**src/rtl/sscl_pkg.sv**
```systemverilog
// Package of constants and types for the start/stop command logic
`default_nettype none
package sscl_pkg;
	// Stop method selection encodings
	localparam logic [13:0] STOP_COAST_MAX = 14'd100;
	localparam logic [13:0] STOP_DIR_MIN = 14'd1000;
	localparam logic [13:0] STOP_DIR_MAX = 14'd1100;
	localparam logic [13:0] STOP_DIR_RAMP = 14'd8888;
	localparam logic [13:0] STOP_DEFAULT = 14'd9999;
	localparam logic [13:0] STOP_DIR_OFFSET = 14'd1000;
	// Terminal function codes
	localparam logic [7:0] FUNC_ALT_SEL = 8'd3;
	localparam logic [7:0] FUNC_STOP_HOLD = 8'd25;
	localparam logic [7:0] FUNC_NONE = 8'hff;
	localparam int NUM_TERM = 3;
	// Value written to the extended display selection that unlocks writes
	localparam logic [13:0] EXT_DISP_OPEN = 14'd0;
	// Motor type code for permanent-magnet control
	localparam logic [1:0] MOTOR_PM = 2'd2;
	// Timing
	localparam int CLK_HZ = 100_000_000;
	localparam int SEC_CYCLES = CLK_HZ;
	// Pin filter
	localparam int SYNC_STAGES = 3;
	typedef enum logic [1:0] {
		SSCL_IDLE = 2'b00,
		SSCL_RUN = 2'b01,
		SSCL_DELAY = 2'b10,
		SSCL_COAST = 2'b11
	} sscl_state_t;
endpackage
`default_nettype wire

```
**src/rtl/sscl_top.sv**
```systemverilog
// Start/stop command interpreter with stop method and second function select
// How it works
// - Alternate select switches parameter bank, and motor setting too except under magnet control
// - Permanent-magnet control keeps first motor setting
// - Alternate select taken from terminal coded 3
// - 0-100: fwd/rev start, coast after delay
// - 1000-1100: coast after setting minus 1000
// - 9999 or 8888: ramp down on stop
// - 1000-1100/8888: forward is run, reverse direction
// - Run low stops; run high, direction selects
// - Default: single input starts, both/neither ramp
// - Stop-hold high enables latching, inputs trigger only
// - Pulse high then low latches start
// - Stop-hold low clears latch, ramps down
// - Stop-hold taken from terminal coded 25
// - Jog makes stop-hold ignored
// - Output shutoff keeps latch
// - Forward/reverse start only via own selectors
// - Stop selection written only when display sel zero
`default_nettype none
module sscl_top (
	input wire logic mclk,
	input wire logic rst,
	input wire logic fwd_start_in,
	input wire logic rev_start_in,
	input wire logic [2:0] term_in,
	input wire logic [7:0] term_func_0,
	input wire logic [7:0] term_func_1,
	input wire logic [7:0] term_func_2,
	input wire logic [7:0] fwd_terminal_func_sel,
	input wire logic [7:0] rev_terminal_func_sel,
	input wire logic jog_in,
	input wire logic output_shutoff_in,
	input wire logic motor_type_pm,
	input wire logic [13:0] stop_method_wdata,
	input wire logic stop_method_we,
	input wire logic [13:0] ext_display_sel,
	output logic [13:0] stop_method_sel,
	output logic alt_param_select,
	output logic alt_motor_select,
	output logic run_cmd,
	output logic dir_rev,
	output logic ramp_stop_req,
	output logic coast_stop_req,
	output logic output_enable,
	output logic latched_start,
	output logic write_refused
);
	localparam logic [7:0] FWD_CODE = 8'd60;
	localparam logic [7:0] REV_CODE = 8'd61;

	// Three-stage pin filter for all contact inputs
	localparam int NPIN = 7;
	logic [NPIN-1:0] pin_raw;
	logic [NPIN-1:0] s1_r, s2_r, s3_r, flt_r;
	assign pin_raw = {output_shutoff_in, jog_in, term_in, rev_start_in, fwd_start_in};
	always_ff @(posedge mclk) begin
		if (rst) begin
			s1_r <= '0;
			s2_r <= '0;
			s3_r <= '0;
			flt_r <= '0;
		end else begin
			s1_r <= pin_raw;
			s2_r <= s1_r;
			s3_r <= s2_r;
			for (int i = 0; i < NPIN; i++) begin
				if (s2_r[i] == s3_r[i]) begin
					flt_r[i] <= s3_r[i];
				end
			end
		end
	end

	// Terminal function routing
	logic [7:0] func_code [sscl_pkg::NUM_TERM];
	logic [sscl_pkg::NUM_TERM-1:0] hit_alt, hit_hold, hit_any_hold;
	assign func_code[0] = term_func_0;
	assign func_code[1] = term_func_1;
	assign func_code[2] = term_func_2;
	genvar g;
	generate
		for (g = 0; g < sscl_pkg::NUM_TERM; g++) begin : g_term
			assign hit_alt[g] = flt_r[2+g] && (func_code[g] == sscl_pkg::FUNC_ALT_SEL);
			assign hit_hold[g] = flt_r[2+g] && (func_code[g] == sscl_pkg::FUNC_STOP_HOLD);
			assign hit_any_hold[g] = (func_code[g] == sscl_pkg::FUNC_STOP_HOLD);
		end
	endgenerate

	// Start inputs only count on their own dedicated selector code
	wire fwd_ok = (fwd_terminal_func_sel == FWD_CODE);
	wire rev_ok = (rev_terminal_func_sel == REV_CODE);
	wire fwd = flt_r[0] && fwd_ok;
	wire rev = flt_r[1] && rev_ok;
	wire jog = flt_r[5];
	wire shutoff = flt_r[6];
	wire alt_sel = |hit_alt;
	wire hold_assigned = |hit_any_hold;
	// Jog overrides the three-wire mode entirely
	wire three_wire = hold_assigned && !jog && (|hit_hold);
	wire hold_drop = hold_assigned && !jog && !(|hit_hold);

	// Stop method decode
	wire [13:0] sm = stop_method_sel;
	wire mode_coast_a = (sm <= sscl_pkg::STOP_COAST_MAX);
	wire mode_coast_b = (sm >= sscl_pkg::STOP_DIR_MIN) && (sm <= sscl_pkg::STOP_DIR_MAX);
	wire mode_dir = mode_coast_b || (sm == sscl_pkg::STOP_DIR_RAMP);
	wire mode_coast = mode_coast_a || mode_coast_b;
	wire [13:0] delay_sec = mode_coast_b ? 14'(sm - sscl_pkg::STOP_DIR_OFFSET) : sm;

	// Two-wire command decode
	logic tw_run, tw_rev;
	always_comb begin
		if (mode_dir) begin
			tw_run = fwd;
			tw_rev = rev;
		end else begin
			tw_run = fwd ^ rev;
			tw_rev = rev && !fwd;
		end
	end

	// Latched three-wire start: edge of trigger falling
	logic fwd_d_r, rev_d_r, latch_r, latch_rev_r;
	wire fwd_fall = fwd_d_r && !fwd;
	wire rev_fall = rev_d_r && !rev;
	logic latch_nxt, latch_rev_nxt;
	always_comb begin
		latch_nxt = latch_r;
		latch_rev_nxt = latch_rev_r;
		if (hold_drop) begin
			latch_nxt = 1'b0;
		end else if (three_wire) begin
			if (mode_dir) begin
				if (fwd_fall) begin
					latch_nxt = 1'b1;
					latch_rev_nxt = rev;
				end
			end else if (fwd_fall) begin
				latch_nxt = 1'b1;
				latch_rev_nxt = 1'b0;
			end else if (rev_fall) begin
				latch_nxt = 1'b1;
				latch_rev_nxt = 1'b1;
			end
		end else begin
			latch_nxt = 1'b0;
		end
		// Shutoff deliberately absent here so the latch survives it
	end
	always_ff @(posedge mclk) begin
		if (rst) begin
			fwd_d_r <= 1'b0;
			rev_d_r <= 1'b0;
			latch_r <= 1'b0;
			latch_rev_r <= 1'b0;
		end else begin
			fwd_d_r <= fwd;
			rev_d_r <= rev;
			latch_r <= latch_nxt;
			latch_rev_r <= latch_rev_nxt;
		end
	end

	wire want_run = three_wire ? latch_r : tw_run;
	wire want_rev = three_wire ? latch_rev_r : tw_rev;

	// Stop sequencing with seconds counter
	sscl_pkg::sscl_state_t st_r, st_nxt;
	logic [26:0] tick_r;
	logic [13:0] sec_r;
	wire sec_tick = (tick_r == 27'(sscl_pkg::SEC_CYCLES - 1));
	wire delay_done = (sec_r >= delay_sec);
	always_comb begin
		case (st_r)
			sscl_pkg::SSCL_IDLE: st_nxt = want_run ? sscl_pkg::SSCL_RUN : sscl_pkg::SSCL_IDLE;
			sscl_pkg::SSCL_RUN: begin
				if (want_run) begin
					st_nxt = sscl_pkg::SSCL_RUN;
				end else if (mode_coast) begin
					st_nxt = sscl_pkg::SSCL_DELAY;
				end else begin
					st_nxt = sscl_pkg::SSCL_IDLE;
				end
			end
			sscl_pkg::SSCL_DELAY: begin
				if (want_run) begin
					st_nxt = sscl_pkg::SSCL_RUN;
				end else if (delay_done) begin
					st_nxt = sscl_pkg::SSCL_COAST;
				end else begin
					st_nxt = sscl_pkg::SSCL_DELAY;
				end
			end
			sscl_pkg::SSCL_COAST: st_nxt = want_run ? sscl_pkg::SSCL_RUN : sscl_pkg::SSCL_COAST;
			default: st_nxt = sscl_pkg::SSCL_IDLE;
		endcase
	end
	always_ff @(posedge mclk) begin
		if (rst) begin
			st_r <= sscl_pkg::SSCL_IDLE;
			tick_r <= '0;
			sec_r <= '0;
		end else begin
			st_r <= st_nxt;
			// Timer restarts when the start command drops
			if (st_r != sscl_pkg::SSCL_DELAY) begin
				tick_r <= '0;
				sec_r <= '0;
			end else if (sec_tick) begin
				tick_r <= '0;
				sec_r <= (sec_r == 14'h3fff) ? sec_r : sec_r + 14'h0001;
			end else begin
				tick_r <= tick_r + 27'h0000001;
			end
		end
	end

	// Stop method setting, write-guarded
	always_ff @(posedge mclk) begin
		if (rst) begin
			stop_method_sel <= sscl_pkg::STOP_DEFAULT;
			write_refused <= 1'b0;
		end else begin
			write_refused <= 1'b0;
			if (stop_method_we) begin
				if (ext_display_sel == sscl_pkg::EXT_DISP_OPEN) begin
					stop_method_sel <= stop_method_wdata;
				end else begin
					write_refused <= 1'b1;
				end
			end
		end
	end

	// Registered command outputs
	wire running = (st_nxt == sscl_pkg::SSCL_RUN);
	always_ff @(posedge mclk) begin
		if (rst) begin
			run_cmd <= 1'b0;
			dir_rev <= 1'b0;
			ramp_stop_req <= 1'b0;
			coast_stop_req <= 1'b0;
			output_enable <= 1'b0;
			latched_start <= 1'b0;
			alt_param_select <= 1'b0;
			alt_motor_select <= 1'b0;
		end else begin
			run_cmd <= running;
			if (running) begin
				dir_rev <= want_rev;
			end
			ramp_stop_req <= (st_nxt == sscl_pkg::SSCL_IDLE);
			coast_stop_req <= (st_nxt == sscl_pkg::SSCL_COAST) || shutoff;
			// Shutoff gates output enable and forces the coast request, never the command state
			output_enable <= running && !shutoff;
			latched_start <= latch_nxt;
			alt_param_select <= alt_sel;
			alt_motor_select <= alt_sel && !motor_type_pm;
		end
	end
endmodule
`default_nettype wire

```
**config.mk**
```make
export PLATFORM = sky130hd
export DESIGN_NAME = sscl_top
export DESIGN_NICKNAME = d
export VERILOG_FILES = /design/src/rtl/sscl_pkg.sv /design/src/rtl/sscl_top.sv
export SDC_FILE = /design/constraint.sdc
export NUM_CORES = 1
export LEC_CHECK = 0
export ABC_AREA = 1
export BUFFER_PORTS_ARGS = -buffer_cell sky130_fd_sc_hd__buf_2
export CORE_MARGIN = 8
export CORE_UTILIZATION = 35
export DETAILED_ROUTE_END_ITERATION = 10
export PLACE_DENSITY = 0.54
export SETUP_SLACK_MARGIN = 0.1
export SLEW_MARGIN = 10
export SYNTH_ARGS = -nofsm -noshare
export SYNTH_HDL_FRONTEND = slang
export SYNTH_SLANG_ARGS = --single-unit
export TNS_END_PERCENT = 10
```
**constraint.sdc**
```tcl
create_clock -name mclk -period 4.85 [get_ports mclk]
set_input_delay 0.97 -clock mclk [delete_from_list [all_inputs] [get_ports mclk]]
set_output_delay 0.97 -clock mclk [all_outputs]
set_load 0.05 [all_outputs]
```
==> results.toml <==
[run]
maxCapViolations = 0

[global_routing]
grt_pass1_vias = 4490
antenna_found_initial = 0
grtUsageTotal_pct = 14.07
grt_overflow = 0
grt_max_degree = 37
grt_pass1_wl_um = 20560

[place]
post-dp-hpwl_um = 9756
port_buffers = 101
pre_cts_slack_ns = 1.775
place.gp.congestion = 0.8604

[final_layout]
drive_above_1_share_pct = 19.42
area_delta_synth_final_pct = 20.15
num_antenna_cells = 0
nets = 890
nFillCells = 1465

[floorplanning]
die_h_um = 134.2
die_w_um = 134.2
pin_count = 102
num_rows = 43
start_util_pct = 35.47
floorplan.die_area_mm2 = 0.01800
core_area_mm2 = 0.01377

[logic_synthesis]
synth_enable_flop_cells = 0
yosys.area.top_type = "dfxtp_1"
ys_seq_area_share_pct = 39.74
synth_area_mm2 = 0.004886
synthArstFlopShare_pct = 0
synth-main-ff-cell = "dfxtp_1"
syn-num-nets = 788
synth_most_common_cell = "nand2_1"
avgSynthCellArea_um2 = 7.071
synth_area_leaders = "dfxtp_1 40%, nand2_1 11%, nor2_1 7.0%"
synth_cell_types = 40
synth-seq-cells = 97
ys_warn_count = 0
synth_common_cells = "146 x nand2_1, 97 x dfxtp_1, 91 x nor2_1"
netlist.area_leader.share_pct = 39.74
synthCells = 691

[worst_setup_path]
path_class = "reg2reg"
cp-start-kind = "flop"
cp_cell_sequence = "nor2_1, nor2_1, nand3_1, nand2_1, nand2_1, nor2_1, xor2_1, inv_1, ha_1, nand2_1, inv_1, a21oi_1, nand2_1, nand2_1, nand2_1, nand2_1, nand2_1, nand2_1, nand2_1, nand2_1, o21ai_0"
crit_family = "simple AND/OR/NAND/NOR gates"
cp-end-kind = "flop"
cp_max_fo = 12
path_common_cell = "nand2_1"
r2r-start = "stop_method_sel[3]"
cp.required_ns = 5.05
cp_slowest_cell = "dfxtp_1"
path_buf_inv = 2
arrival_ns = 3.16
cp_slowest_stage_delay_ns = 0.48
critPathLaunch = "stop_method_sel[3]"

[power_and_ir_drop]
pwr_density_cell_mw_per_mm2 = 270.3
peakVddDrop_uv = 151.1
clock_power_share_pct = 45.2
p_seq_share_pct = 50.9
p_int_w = 0.001250
p_switching_w = 0.0003363
netSwitchingFraction_pct = 21.20
combPwrFrac_pct = 3.9
p_leak_nw = 2.571

[clock_network]
clockBufferDepth = 2
clkTransAtPathRegs_ns = 0.07
h-tree-depth = 3
cts_tree = "yes"
clockRootBuffer = "clkbuf_16"
clock_latency_ns = 0.35
ctsResizeCount = 0
clock-sinks = 97
hold_buffers = 0
post_cts.repair.setup_buffers = 0
cts_buffers = 9

[sta]
tightest_slew_ns = 0.7968
skew_ns = 0.006564
setup_ws_ns = 1.897
setup_viol = 0
timing.hold.ws_ns = 0.3997
tns_ns = 0
timing.fmax_mhz = 338.6
slew-limit-headroom_pct = 46.75
rsz0062_at_grt = "false"
fin_crit_sh_pct = 60.89
hold_viol = 0
fin_crit_ns = 2.953
maxSlewViolCount = 0

[route]
wl_per_cell_um = 12.68
vias = 4578
drt_iter0_drc = 217
vias_per_cell = 4.681
drc_errors = 0
wl_um = 12400
dr.pass1.iters = 4
drtAntennaViolNets = 0

[worst_hold_path]
hold_class = "reg2reg"
worstHoldStart = "s1_r[5]"

[outcome]
status = "completed"
[worst min-delay path, stage by stage, from the launching register on]
cell and delay [ns]:
dfxtp_1 0.30, inv_1 0.04, nor2_1 0.03
[path summary, 6_finish.rpt]
kind,cells past startpoint,to,slack (ns)
worst max-delay path,21,st_r[0],1.90
worst min-delay path,2,s2_r[5],0.40
worst max register to register,21,st_r[0],1.90
worst min register to register,2,s2_r[5],0.40
[cell families (layout without fill, tap and decap cells)]
logic type / Yosys count / count (layout) / share of synthesized area (%)
XOR/XNOR: 17 / 17 / 3.047
AND/OR/NAND/NOR: 352 / 352 / 33.50
adder cells (fa/ha/maj): 18 / 18 / 4.610
AO/OA/AOI/OAI: 96 / 96 / 10.45
flip-flops: 97 / 97 / 39.74
buffers and inverters: 111 / 218 / 8.655
[flip-flops by register name (all words and copies together) (netlist names), 2 cells and up]
name             cells
stop_method_sel     14
flt_r                7
st_r                 2
sec_r               14
s3_r                 7
s2_r                 7
tick_r              27
s1_r                 7
[stage by stage]
stage / util (%) / instances / cell area [um^2] / total power (W)
detailed placement: 40.46 / 962 / 5573 / 0.0008879
global route: 42.62 / 978 / 5871 / 0.001654
floorplan: - / 691 / 4886 / 0.0008493
CTS: 42.62 / 978 / 5871 / 0.001618
global placement: 40.46 / 962 / 5573 / 0.0008861
finish: 42.62 / 978 / 5871 / 0.001587
[power by group through the flow]
stage | registers, W | clock network (W) | logic (W)
after global placement | 0.000825 | 0 | 0.0000610
after detailed placement | 0.000825 | 0 | 0.0000627
after CTS | 0.000807 | 0.000749 | 0.0000628
final | 0.000807 | 0.000718 | 0.0000616
after floorplan | 0.000828 | 0 | 0.0000214
after global routing | 0.000807 | 0.000777 | 0.0000693
[area by class of cell]
cell class,instances,area (um^2),area share [%]
clock inverters,4,51.30,0.8738
flip-flops and latches,97,1942,33.08
inverters,101,379.1,6.458
multi-input cells,483,2521,42.95
well taps,180,225.2,3.836
clock buffers,12,246.5,4.199
repair buffers,101,505.5,8.610
[layout by cell type, fill, tap and decap left out, drive strengths merged, types with 2 or more instances in the layout]
cell | Yosys | final
o21bai | 2 | 2
a21oi | 49 | 49
and3 | 2 | 2
ha | 18 | 18
nand3 | 42 | 42
inv | 99 | 100
a211oi | 2 | 2
o21a | 2 | 2
o21ai | 36 | 36
clkbuf | 5 | 12
nor3b | 9 | 9
or2 | 3 | 3
dfxtp | 97 | 97
nand4 | 10 | 10
xnor2 | 5 | 5
clkinv | 2 | 3
nor3 | 26 | 26
nor2 | 99 | 99
buf | 5 | 101
nor4 | 7 | 7
xor2 | 12 | 12
a31oi | 3 | 3
nand2 | 153 | 153
[per-layer routing]
layer | vias up | track usage, % | wire length, um
met5 | - | 0 | 0
met4 | 0 | 6.675 | 224
met3 | 15 | 3.029 | 411
met2 | 71 | 23.40 | 6019
met1 | 2062 | 16.94 | 5744
li1 | 2430 | - | -
Power figures use the tool's default switching activity.
